--- src/shared/swir_pkg.sv ---
/*
  Shared constants, types and timing for the single-wire identity slave.
  Assumes one 250 MHz clock and an open-drain line sampled synchronously.
*/
// Functional notes
// - Command is exactly eight bits; all eight are taken before acting.
// - Identity read 33h sends family, serial, then check byte, one per slot.
// - Search F0h walks identifier bits LSB first, three slots per bit.
// - Search sends the true bit, then the inverted bit.
// - Third search slot mismatch makes the device drop out silently.
// - Select 55h, address-all CCh and unknown commands leave device silent.
// - Build option selects a variant answering after 55h and CCh.
// - Master starts every signal; device starts only presence after reset.
// - After reset release, wait presence-wait time, then drive presence low.
// - Each slot carries one bit; write to device, read from device.
// - Each falling edge restarts the device slot timer.
// - Reading zero, device drives low until its timer ends; one, never.
// - Line low longer than 120 us is taken as a bus reset.
// - Presence only after reset: wait 15-60 us, low 60-240 us.
package swir_pkg;

  ////////////////////////////////////////////////////////////////////////////
  localparam int CLK_NS      = 4;
  localparam int NS_PER_US   = 1000;
  localparam int CNT_W       = 16;

  // Times in microseconds
  localparam int RST_DET_US  = 120;
  localparam int PWAIT_US    = 30;
  localparam int PLOW_US     = 120;
  localparam int RHOLD_US    = 15;
  localparam int WSAMP_US    = 30;

  // Least times round up, the read hold (a longest time) rounds down
  localparam int RST_DET_CYC = (RST_DET_US * NS_PER_US + CLK_NS - 1) / CLK_NS;
  localparam int PWAIT_CYC   = (PWAIT_US * NS_PER_US + CLK_NS - 1) / CLK_NS;
  localparam int PLOW_CYC    = (PLOW_US * NS_PER_US + CLK_NS - 1) / CLK_NS;
  localparam int WSAMP_CYC   = (WSAMP_US * NS_PER_US + CLK_NS - 1) / CLK_NS;
  localparam logic [CNT_W-1:0] RHOLD_CYC =
    CNT_W'((RHOLD_US * NS_PER_US) / CLK_NS);

  ////////////////////////////////////////////////////////////////////////////
  localparam logic [7:0] CMD_READ_ID = 8'h33;
  localparam logic [7:0] CMD_SEARCH  = 8'hf0;
  localparam logic [7:0] CMD_SELECT  = 8'h55;
  localparam logic [7:0] CMD_ALL     = 8'hcc;

  localparam logic [6:0] CMD_LAST    = 7'h07;
  localparam logic [6:0] ID_LAST     = 7'h3f;

  localparam logic [1:0] PH_TRUE     = 2'h0;
  localparam logic [1:0] PH_INV      = 2'h1;
  localparam logic [1:0] PH_WRITE    = 2'h2;

  typedef enum logic [2:0] {
    st_silent,
    st_rst_low,
    st_pres_wait,
    st_pres_low,
    st_cmd,
    st_send,
    st_search
  } swir_state_t;

  // Identifier; family code sits in the low bits and leaves first
  typedef struct packed {
    logic [7:0]  crc;
    logic [47:0] serial;
    logic [7:0]  family;
  } swir_rom_t;

endpackage

--- src/swir_timer.sv ---
/*
  Slot timing generator: counts clock cycles since the last restart.
  Assumes the caller restarts it on each falling edge of the line.
*/
`timescale 1ns/10ps
module swir_timer import swir_pkg::*; #(
  parameter int W = CNT_W
) (
  // Clock and reset
  input  wire logic         i_clock,
  input  wire logic         i_rst,
  // Control
  input  wire logic         i_restart,
  // Elapsed cycles, saturating
  output logic      [W-1:0] o_count
);

  // Saturation keeps long idle periods from wrapping into false matches
  always_ff @(posedge i_clock or posedge i_rst) begin
    if (i_rst) begin
      o_count <= '1;
    end else if (i_restart) begin
      o_count <= '0;
    end else if (o_count != '1) begin
      o_count <= o_count + W'(1);
    end
  end
endmodule

--- src/swir_slave.sv ---
/*
  Device end of the single-wire identity link: reset/presence, slot timing,
  command byte, identity read-out and bitwise tree search.
  Assumes i_line is already synchronous to i_clock; the wire is resolved
  outside from o_line_oe (open drain, low only).
*/
`timescale 1ns/10ps
module swir_slave import swir_pkg::*; #(
  parameter int unsigned RST_DET     = RST_DET_CYC,
  parameter int unsigned PWAIT       = PWAIT_CYC,
  parameter int unsigned PLOW        = PLOW_CYC,
  parameter int unsigned WSAMP       = WSAMP_CYC,
  parameter bit          ALT_VARIANT = 1'b0
) (
  // Clock and reset
  input  wire logic        i_clock,
  input  wire logic        i_rst,
  // Identifier contents
  input  wire swir_rom_t   i_rom,
  // Open-drain line
  input  wire logic        i_line,
  output logic             o_line_out,
  output logic             o_line_oe,
  // Observation
  output logic       [7:0] o_cmd
);

  ////////////////////////////////////////////////////////////////////////////
  // Edges and timer
  logic               line_q;
  logic [CNT_W-1:0]   cnt;
  logic               restart;
  swir_state_t        state_q;
  logic [6:0]         bits_q;
  logic [1:0]         phase_q;
  logic [7:0]         cmd_q;
  logic               slot_q;
  logic               drive_q;

  wire fall = line_q & ~i_line;
  wire rise = ~line_q & i_line;

  wire pwait_hit = (state_q == st_pres_wait) && (cnt == CNT_W'(PWAIT));
  wire plow_hit  = (state_q == st_pres_low) && (cnt == CNT_W'(PLOW));

  // Own presence drive must not look like a master reset
  wire rst_hit = !i_line && (cnt == CNT_W'(RST_DET)) &&
                 (state_q != st_pres_low);

  assign restart = fall | ((state_q == st_rst_low) && rise) | pwait_hit;

  always_ff @(posedge i_clock or posedge i_rst) begin
    if (i_rst) begin
      line_q <= 1'b1;
    end else begin
      line_q <= i_line;
    end
  end

  swir_timer #(
    .W         (CNT_W)
  ) u_timer (
    .i_clock   (i_clock),
    .i_rst     (i_rst),
    .i_restart (restart),
    .o_count   (cnt)
  );

  ////////////////////////////////////////////////////////////////////////////
  // Slot classification
  wire read_slot  = (state_q == st_send) ||
                    ((state_q == st_search) && (phase_q != PH_WRITE));
  wire write_slot = (state_q == st_cmd) ||
                    ((state_q == st_search) && (phase_q == PH_WRITE));

  wire id_bit = i_rom[bits_q[5:0]];
  wire tx_bit = (phase_q == PH_INV && state_q == st_search) ? ~id_bit
                                                            : id_bit;

  wire wsample = slot_q && write_slot && (cnt == CNT_W'(WSAMP));
  wire rend    = slot_q && read_slot && (cnt == RHOLD_CYC);
  wire [7:0] cmd_d = {i_line, cmd_q[7:1]};

  function automatic swir_state_t decode(input logic [7:0] c);
    unique case (c)
      CMD_READ_ID: decode = st_send;
      CMD_SEARCH:  decode = st_search;
      CMD_SELECT,
      CMD_ALL:     decode = ALT_VARIANT ? st_send : st_silent;
      default:     decode = st_silent;
    endcase
  endfunction

  ////////////////////////////////////////////////////////////////////////////
  // Slot in progress: one bit per slot
  always_ff @(posedge i_clock or posedge i_rst) begin
    if (i_rst) begin
      slot_q <= 1'b0;
    end else if (rst_hit || wsample || rend) begin
      slot_q <= 1'b0;
    end else if (fall && (read_slot || write_slot)) begin
      slot_q <= 1'b1;
    end
  end

  // Line pulldown: presence pulse and zero read bits only
  always_ff @(posedge i_clock or posedge i_rst) begin
    if (i_rst) begin
      drive_q <= 1'b0;
    end else if (rst_hit || rend || plow_hit) begin
      drive_q <= 1'b0;
    end else if (pwait_hit) begin
      drive_q <= 1'b1;
    end else if (fall && read_slot && !slot_q && !tx_bit) begin
      drive_q <= 1'b1;
    end
  end

  ////////////////////////////////////////////////////////////////////////////
  // Sequencer
  always_ff @(posedge i_clock or posedge i_rst) begin
    if (i_rst) begin
      state_q <= st_silent;
      bits_q  <= '0;
      phase_q <= PH_TRUE;
      cmd_q   <= '0;
    end else if (rst_hit) begin
      state_q <= st_rst_low;
      bits_q  <= '0;
      phase_q <= PH_TRUE;
    end else begin
      unique case (state_q)
        st_silent: begin
          state_q <= st_silent;
        end
        st_rst_low: begin
          if (rise) begin
            state_q <= st_pres_wait;
          end
        end
        st_pres_wait: begin
          if (pwait_hit) begin
            state_q <= st_pres_low;
          end
        end
        st_pres_low: begin
          if (plow_hit) begin
            state_q <= st_cmd;
            bits_q  <= '0;
          end
        end
        st_cmd: begin
          if (wsample) begin
            cmd_q  <= cmd_d;
            bits_q <= bits_q + 7'h1;
            if (bits_q == CMD_LAST) begin
              state_q <= decode(cmd_d);
              bits_q  <= '0;
            end
          end
        end
        st_send: begin
          if (rend) begin
            bits_q <= bits_q + 7'h1;
            if (bits_q == ID_LAST) begin
              state_q <= st_silent;
            end
          end
        end
        st_search: begin
          if (rend && phase_q == PH_TRUE) begin
            phase_q <= PH_INV;
          end else if (rend && phase_q == PH_INV) begin
            phase_q <= PH_WRITE;
          end else if (wsample) begin
            phase_q <= PH_TRUE;
            bits_q  <= bits_q + 7'h1;
            if (i_line != id_bit || bits_q == ID_LAST) begin
              state_q <= st_silent;
            end
          end
        end
        default: begin
          state_q <= st_silent;
        end
      endcase
    end
  end

  assign o_line_out = 1'b0;
  assign o_line_oe  = drive_q;
  assign o_cmd      = cmd_q;
endmodule

--- config.mk ---
export PLATFORM = sky130hd
export DESIGN_NAME = swir_slave
export DESIGN_NICKNAME = d
export VERILOG_FILES = /design/src/shared/swir_pkg.sv /design/src/swir_timer.sv /design/src/swir_slave.sv
export SDC_FILE = /design/constraint.sdc
export NUM_CORES = 1
export LEC_CHECK = 0
export BUFFER_PORTS_ARGS = -buffer_cell sky130_fd_sc_hd__buf_2
export CAP_MARGIN = 20
export CORE_ASPECT_RATIO = 0.9
export CORE_MARGIN = 2
export CORE_UTILIZATION = 45
export CTS_BUF_LIST = sky130_fd_sc_hd__clkbuf_16
export DETAILED_ROUTE_END_ITERATION = 6
export GPL_ROUTABILITY_DRIVEN = 0
export HOLD_SLACK_MARGIN = 0.08
export MAX_ROUTING_LAYER = met4
export PLACE_DENSITY_LB_ADDON = 0.15
export SLEW_MARGIN = 10
export SYNTH_ARGS = -nofsm -noshare
export SYNTH_HDL_FRONTEND = slang
export SYNTH_SLANG_ARGS = --single-unit
--- constraint.sdc ---
create_clock -name i_clock -period 2.8 [get_ports i_clock]
set_input_delay 0.28 -clock i_clock [delete_from_list [all_inputs] [get_ports i_clock]]
set_output_delay 0.28 -clock i_clock [all_outputs]
set_load 0.1 [all_outputs]
Word level (Yosys, flattened, before mapping)
Index checks and enable logic that the tools add are counted.
Word-level totals
  register bits after elaboration: 39
  input port bits: 67
  output and inout port bits: 10
  word-level logic and storage cells: 127
Operators by class
  add/subtract/negate cells: 2
  $lt $le $gt $ge: 1
  eq/ne operators: 30
  muxes and demuxes: 38
  bitwise gates (word level): 8
  reduce and logical (&&, ||, !) cells: 40
Operators by type and width (number)
  two-way mux 7 bit: 8
  two-way mux 3 bit: 12
  two-way mux 16 bit: 2
  one-hot mux 7 bit (4 select lines): 1
  inequality test 3 bit (second input constant): 8
  logical AND 1 bit: 18
  one-hot mux 3 bit (6 select lines): 1
  adder 16 x 1 -> 16 bit (second input constant): 1
  equality test 16 x 12 -> 1 bit (second input constant): 1
  equality test 16 x 13 -> 1 bit (second input constant): 1
  equality test 16 x 15 -> 1 bit (second input constant): 1
  inequality test 16 bit (second input constant): 1
  inequality test 3 x 2 -> 1 bit (second input constant): 4
  AND reduction 11 bit: 1
  two-way mux 2 bit: 5
  equality test 3 bit (second input constant): 3
  equality test 8 x 6 -> 1 bit (second input constant): 1
  equality test 8 bit (second input constant): 1
  logical OR 1 bit: 8
  adder 7 x 1 -> 7 bit (second input constant): 1
  equality test 7 x 3 -> 1 bit (second input constant): 1
  equality test 7 x 6 -> 1 bit (second input constant): 1
  < comparator 6 x 7 -> 1 bit (second input constant): 1
  two-way mux 1 bit: 7
  other kinds (20): 30

Logic depth before layout (Yosys ltp)
Gate-level depths: netlist (run 1).
  depth in word-level cells: 10
  depth in mapped cells: 10
  mapped depth without buffers: 9

By module
A second synthesis (run 1) with hierarchy kept.
Second synthesis, totals
  cell total of the unflattened synthesis: 343
  area, all modules: 3178.0 um2
By module, submodules not included
  swir_slave: times used 1, cells each 252, area an instance 2230.9 um2, seq. area each 576.8 um2
  swir_timer: times used 1, cells each 91, area an instance 947.2 um2, seq. area each 420.4 um2

Worst setup path after synthesis (run 1)
OpenSTA, ideal clock, no wires.
  path kind: flip-flop to flip-flop
  from: register bits_q[0]
  to: register state_q[1]
  library setup time: 140 ps
  arrival time: 2263 ps
  data required time: 2660 ps
  path slack: 396 ps
  cell stages (with the launch flop): 10
  buffers on the path: 2
  period minus slack after synthesis: 2404 ps
  path through: dfrtp_1 -> buf_6 -> buf_8 -> mux4_1 -> mux2i_1 -> o22ai_1 -> a2111o_1 -> and3_1 -> o2111ai_2 -> o311ai_1
Between the ends
  word-level cells in the longest chain between the ends: 6
  elaborated cells on any way between the ends: 10
  those cells by class: eq/ne (6); mux (2); reduce/logical (2)
RTL lines
  from (decl): RTL line swir_slave.sv:34  | logic [6:0] bits_q;
  from (signal assigned): RTL line swir_slave.sv:155  | bits_q <= bits_q + 7'h1;
  from (signal assigned): RTL line swir_slave.sv:164  | bits_q <= bits_q + 7'h1;
  from (signal assigned): RTL line swir_slave.sv:177  | bits_q <= bits_q + 7'h1;
  binary-select mux 1 bit (select 6 bit): RTL line swir_slave.sv:76  | wire id_bit = i_rom[bits_q[5:0]];
  two-way mux 1 bit (not written as such): RTL line swir_slave.sv:76
  inequality test 1 bit: RTL line swir_slave.sv:178  | if (i_line != id_bit || bits_q == ID_LAST) begin
  logical OR 1 bit: RTL line swir_slave.sv:178
  inequality test 3 x 2 -> 1 bit (no source line)
  AND reduction 11 bit (no source line) (*)
  to (signal assigned): RTL line swir_slave.sv:166  | state_q <= st_silent;
  to (signal assigned): RTL line swir_slave.sv:179  | state_q <= st_silent;
  to (signal assigned): RTL line swir_slave.sv:184  | state_q <= st_silent;
  to (decl): RTL line swir_slave.sv:33  | swir_state_t state_q;
Mark *: on every way between the ends. The rest lies on a longest branch, timed or not. The select of a mux whose other input is x is not followed.
A chain may end at the register's enable or synchronous reset.

Worst setup path after layout (run 1)
  from: register u_timer.o_count[11]
  to: register bits_q[5]
Between the ends
  word-level cells in the longest chain between the ends: 5
  elaborated cells on any way between the ends: 19
  those cells by class: eq/ne (9); mux (1); reduce/logical (9)
RTL lines
  from (decl): RTL line swir_timer.sv:15  | output logic [W-1:0] o_count
  from (signal assigned): RTL line swir_timer.sv:25  | o_count <= o_count + W'(1);
  equality test 16 x 15 -> 1 bit or equality test 16 x 12 -> 1 bit (tied branches): RTL line swir_slave.sv:44, swir_slave.sv:47, swir_slave.sv:81
  logical AND 1 bit, on equally long branches: RTL line swir_slave.sv:47, swir_slave.sv:81
  logical AND 1 bit, on equally long branches: RTL line swir_slave.sv:47, swir_slave.sv:171, swir_slave.sv:173
  inequality test 3 bit (no source line) or nonzero test 5 bit (tied branches)
  AND reduction 7 bit (no source line)
Parallel ways exist; a longest one is shown, timed or not.

==> results of run 1 <==
## synthesized netlist by cell type, types with 5 or more instances
library cell / instances / area [sq um]
o21ai_0: 16 / 80.1
nor3_1: 8 / 40.0
clkbuf_1: 10 / 37.5
mux2i_1: 6 / 60.1
nand4_1: 6 / 37.5
nand2b_1: 6 / 37.5
nand2_1: 16 / 60.1
and4_1: 5 / 43.8
dfrtp_1: 22 / 551
inv_1: 13 / 48.8
a21oi_1: 8 / 40.0
nor2b_1: 6 / 37.5
mux4_1: 9 / 236
dfstp_2: 17 / 447
mux4_2: 5 / 113
nor2_1: 36 / 135
mux2_2: 12 / 135
nand3_1: 17 / 85.1
xnor2_1: 9 / 78.8
## kinds of logic after synthesis
family	after synthesis	synth area share [%]
AND/OR/NAND/NOR	125	22.8
AO/OA/AOI/OAI	61	14.3
XOR/XNOR	13	3.87
multiplexers	32	18.5
flip-flops	39	33.9
other	1	0.127
buffers and inverters	30	4.76
adder cells (fa/ha/maj)	4	1.70
## per-stage QoR
stage,cells,total power [uW],setup slack (ps)
2_1_floorplan,305,1600,396
3_3_place_gp,463,1890,164
3_5_place_dp,463,1880,185
4_1_cts,471,2430,160
5_1_grt,471,2600,29.6
6_report,471,2430,192
## registers in the layout, summed over array words and instances (netlist names)
signal,flops
o_line_oe,1
o_cmd,8
line_q,1
bits_q,7
state_q,3
phase_q,2
u_timer.o_count,16
slot_q,1
## report_power, final
part / switching [uW] / leakage (uW) / internal (uW) / total (uW)
sequential: 147 / 0.000458 / 654 / 801
clock: 220 / 0.0000701 / 321 / 541
combinational: 569 / 0.000969 / 523 / 1090
## cell type report
type,count,area (sq um),area share [%]
well taps,87,109,3.04
inverters,13,48.8,1.36
repair buffers,88,473,13.2
multi-input cells,236,1810,50.6
clock inverters,3,11.3,0.315
clock buffers,5,125,3.50
flip-flops and latches,39,998,27.9
## cell usage in the layout (no fill, tap or decap), types with 9 or more instances in the layout
| master | netlist | layout |
|---|---|---|
| nand3_1 | 17 | 17 |
| xnor2_1 | 9 | 9 |
| dfrtp_1 | 22 | 21 |
| buf_2 | 4 | 75 |
| mux2_2 | 12 | 12 |
| nor2_1 | 36 | 36 |
| nand2_1 | 16 | 16 |
| dfstp_2 | 17 | 17 |
| inv_1 | 13 | 14 |
| o21ai_0 | 16 | 15 |
| mux4_1 | 9 | 9 |
| buf_4 | 1 | 13 |
## tightest hold or removal path, stage by stage
cell and delay [ps]:
buf_2 90, inv_1 40, buf_4 420
## worst paths after layout
| path | from | to | cells past startpoint |
|---|---|---|---|
| max | u_timer.o_count[11] | bits_q[5] | 7 |
| min | i_rst | bits_q[0] | 3 |
| max reg2reg | u_timer.o_count[11] | bits_q[5] | 7 |
| min reg2reg | o_cmd[0] | o_cmd[0] | 1 |
| max in group asynchronous | i_rst | u_timer.o_count[11] | 3 |
| min in group i_clock | i_line | line_q | 1 |
## layer usage
metal	share of wire [%]	wire length [microns]	GRT usage, %	vias up
li1	-	-	-	1307
met1	47	3380	32.2	1273
met2	46	3280	33.5	80
met3	5.2	367	4.52	15
met4	1.4	100	6.57	0
met5	0	0	-	-
==> results_dict.tcl, run 1 <==
set metrics [dict create \
    cp_slowest_cell "dfstp_2" \
    hold_buffers 0 \
    cp.arrival_ps 2780 \
    cpPeakStageDelay_ps 570 \
    pwr_density_cell_nw_per_um2 681 \
    start_util_pct 47.3 \
    die_area_sq_um 7200 \
    worst_pin_slew_ps 576 \
    cts_setup_buffers 0 \
    ys.flop_type "dfrtp_1" \
    wirelength_mm 7.12 \
    p_leak_uw 0.00150 \
    vias_per_cell 5.68 \
    grt_pass1_wl_mm 12.5 \
    synth.avg_cell_area_sq_um 9.64 \
    path_clk_slew_ps 60 \
    finalCritPeriodShare_pct 93.1 \
    ant_nets 0 \
    ir_drop_uv 274 \
    vias 2675 \
    netlist_instances 305 \
    cpLargestDelayFamily "simple AND/OR/NAND/NOR gates" \
    die_w_microns 89.2 \
    regToRegSetupSlack_ps 190 \
    maxCapViolCount 0 \
    fin_crit_ps 2610 \
    status "finished clean" \
    worst-setup-path-type "reg2reg" \
    crit_required_ps 2970 \
    clk_path_buf_depth 2 \
    avgRoutedWirePerCell_microns 15.1 \
    ctsResizeCount 0 \
    fin_util_pct 57.5 \
    coreArea_sq_um 6220 \
    hold_viol 0 \
    whs_ps 118 \
    cp-end-kind "flip-flop" \
    cts_sinks 39 \
    synth_area_sq_um 2940 \
    fillCellCount 588 \
    fin_skew_ps 6.32 \
    cts_tree "done" \
    drive_gt1_share_pct 34.9 \
    rows 27 \
    portBuffers 75 \
    cts_root_buffer "clkbuf_16" \
    grt_pass1_vias 2661 \
    grt.overflow.total 0 \
    final_nets 454 \
    first_pass_iters 5 \
    antenna_found_initial 0 \
    setup-violations-final 0 \
    crit_fanout 5 \
    crit_chain "or4b_1 -> nor3_1 -> a311oi_1 -> o211ai_1 -> o21ai_1 -> or2_1 -> o41ai_1" \
    grt_max_degree 40 \
    num_io_pins 77 \
    finalInstanceArea_sq_um 3580 \
    h-tree-depth 2 \
    cp-start-kind "flip-flop" \
    ys_types 60 \
    rsz0062_at_grt "no" \
    crit_buf_inv 0 \
    drc 0 \
    ys_seq_area_share_pct 33.9 \
    dieHeight_microns 80.7 \
    max_freq_mhz 383 \
    ys_ff_latch 39 \
    clkLatencyLatePin_ps 280 \
    synth-edff-count 0 \
    areaGrowthSynthToFinish_pct 21.6 \
    drtIter0Drc 177 \
    place_hpwl_mm 5.40 \
    place_area_sq_um 3430 \
    min_path_type "in2async" \
    track_usage_pct 22.9 \
    setup_tns_ps 0 \
    ys.warnings.count 0 \
    finalMaxSlewViolations 0 \
    cts_buffers 5 \
    syn_nets 376 \
    synthArstFlopShare_pct 100 \
    diodes 0 \
    relSlewSlack_pct 60.6 \
]
No activity file was read; power rests on OpenSTA's default activity.
==> run 2, diff against run 1 <==
--- a/config.mk
+++ b/config.mk
@@ -11,6 +11,7 @@
 export CORE_MARGIN = 2
 export CORE_UTILIZATION = 45
 export CTS_BUF_LIST = sky130_fd_sc_hd__clkbuf_16
+export CTS_CLUSTER_SIZE = 28
 export DETAILED_ROUTE_END_ITERATION = 6
 export GPL_ROUTABILITY_DRIVEN = 0
 export HOLD_SLACK_MARGIN = 0.08
==> constraint.sdc (replaced) <==
create_clock -name i_clock -period 3.07 [get_ports i_clock]
set_input_delay 0.307 -clock i_clock [delete_from_list [all_inputs] [get_ports i_clock]]
set_output_delay 0.307 -clock i_clock [all_outputs]
set_load 0.1 [all_outputs]
==> run 2 against run 1 <==
Effect of this change: fmax is 7.6% lower; highest routed layer unchanged; sequential cell count stayed put; wire length is 0.72% lower; register-to-register slack better by 60 ps; largest power group unchanged; final cell count is 0.85% lower; critical endpoint is now state_q[1].
==> results_dict.tcl, run 2 (synthesis results as in run 1) <==
set metrics [dict create \
    cts_buffers 5 \
    first_pass_iters 4 \
    grt_pass1_vias 2590 \
    die_area_sq_um 7200 \
    place_hpwl_mm 5.48 \
    ant_nets 0 \
    fin_skew_ps 7.03 \
    drc 0 \
    crit_required_ps 3220 \
    fin_util_pct 56.9 \
    vias_per_cell 5.66 \
    maxCapViolCount 0 \
    cp.arrival_ps 2970 \
    final_common_cell "buf_2" \
    cp_slowest_cell "dfrtp_1" \
    cts_root_buffer "clkbuf_16" \
    max_freq_mhz 354 \
    setup_ws_ps 249 \
    crit_chain "mux4_1 -> mux2i_1 -> o22ai_1 -> a2111o_1 -> and3_1 -> o2111ai_2 -> o311ai_1" \
    min_path_type "in2async" \
    areaGrowthSynthToFinish_pct 20.3 \
    clkLatencyLatePin_ps 280 \
    finalInstanceArea_sq_um 3540 \
    diodes 0 \
    setup_tns_ps 0 \
    wirelength_mm 7.07 \
    final_nets 450 \
    finalMaxSlewViolations 0 \
    num_io_pins 77 \
    ctsResizeCount 0 \
    finalCritPeriodShare_pct 91.9 \
    vias 2643 \
    setup-violations-final 0 \
    drive_gt1_share_pct 33.9 \
    ir_drop_uv 254 \
    place_area_sq_um 3400 \
    hold_viol 0 \
    place_ws_ps 219 \
    path_clk_slew_ps 60 \
    cp-start-kind "flip-flop" \
    portBuffers 75 \
    cpLargestDelayFamily "compound AO/OA/AOI/OAI gates" \
    coreArea_sq_um 6220 \
    grt_pass1_wl_mm 12.0 \
    worst-setup-path-type "reg2reg" \
    die_w_microns 89.2 \
    fin_crit_ps 2820 \
    avgRoutedWirePerCell_microns 15.1 \
    regMostFlops "u_timer.o_count" \
    crit_buf_inv 0 \
    start_util_pct 47.3 \
    pwr_density_cell_nw_per_um2 607 \
    crit_fanout 18 \
    grt.overflow.total 0 \
    rsz0062_at_grt "no" \
    relSlewSlack_pct 54.1 \
    track_usage_pct 22.0 \
    rows 27 \
    cpPeakStageDelay_ps 780 \
    cp-end-kind "flip-flop" \
    worst_pin_slew_ps 688 \
    layout_common_cells "buf_2 (75), nor2_1 (36), dfrtp_1 (22)" \
    drtIter0Drc 155 \
    p_leak_uw 0.00148 \
    cts_sinks 39 \
    clk_path_buf_depth 2 \
    fillCellCount 580 \
    grt_max_degree 40 \
    cts_setup_buffers 0 \
    cts_tree "done" \
    status "finished clean" \
    dieHeight_microns 80.7 \
    antenna_found_initial 0 \
    largest_reg_flops 16 \
    hold_buffers 0 \
    h-tree-depth 2 \
]
-- run 2: cell count changes in the layout (fill, tap and decap cells not counted) --
cell	change
clkinv_2	+1
buf_4	-4
nor4bb_2	-1
nor4bb_1	+1
dfrtp_2	-1
dfrtp_1	+1
o21ai_0	+1
o21ai_1	-1
clkinv_1	-1
-- run 2: per-stage QoR --
step,instances,power [uW],hold WS [ps]
2_1_floorplan,305,1460,311
3_3_place_gp,459,1640,459
3_5_place_dp,459,1660,461
4_1_cts,467,2160,166
5_1_grt,467,2300,199
6_report,467,2150,142
-- run 2: worst paths after layout --
check	startpoint	to	slack [ps]	depth (start not counted)
min	i_rst	bits_q[4]	140	3
max in group asynchronous	i_rst	u_timer.o_count[13]	2570	3
max	bits_q[0]	state_q[1]	250	7
max reg2reg	bits_q[0]	state_q[1]	250	7
min in group i_clock	i_line	line_q	240	1
min reg2reg	o_cmd[0]	o_cmd[0]	500	1
-- run 2: final cells by class --
cell class	count	area, sq um	share of cell area (%)
clock buffer	5	125	3.53
sequential	39	997	28.2
clock inverter	3	12.5	0.353
multi-input combinational	236	1800	51.0
tap	87	109	3.08
timing repair buffer	84	443	12.5
inverter	13	48.8	1.38
-- run 2: metal layers --
metal | global-route usage (%) | share of wire [%] | vias up
met2 | 34.1 | 47 | 76
met4 | 6.27 | 1.2 | 0
met3 | 3.70 | 4.8 | 8
met1 | 29.7 | 47 | 1265
li1 | - | - | 1294
met5 | - | 0 | -
-- run 2: power by group --
group	internal [uW]	switching, uW	leakage, uW
Clock	293	194	0.0000724
Sequential	595	180	0.000459
Combinational	442	445	0.000948
-- run 2: worst min-delay path, stage by stage --
cell and delay (ps):
buf_2 90, inv_1 40, buf_4 410
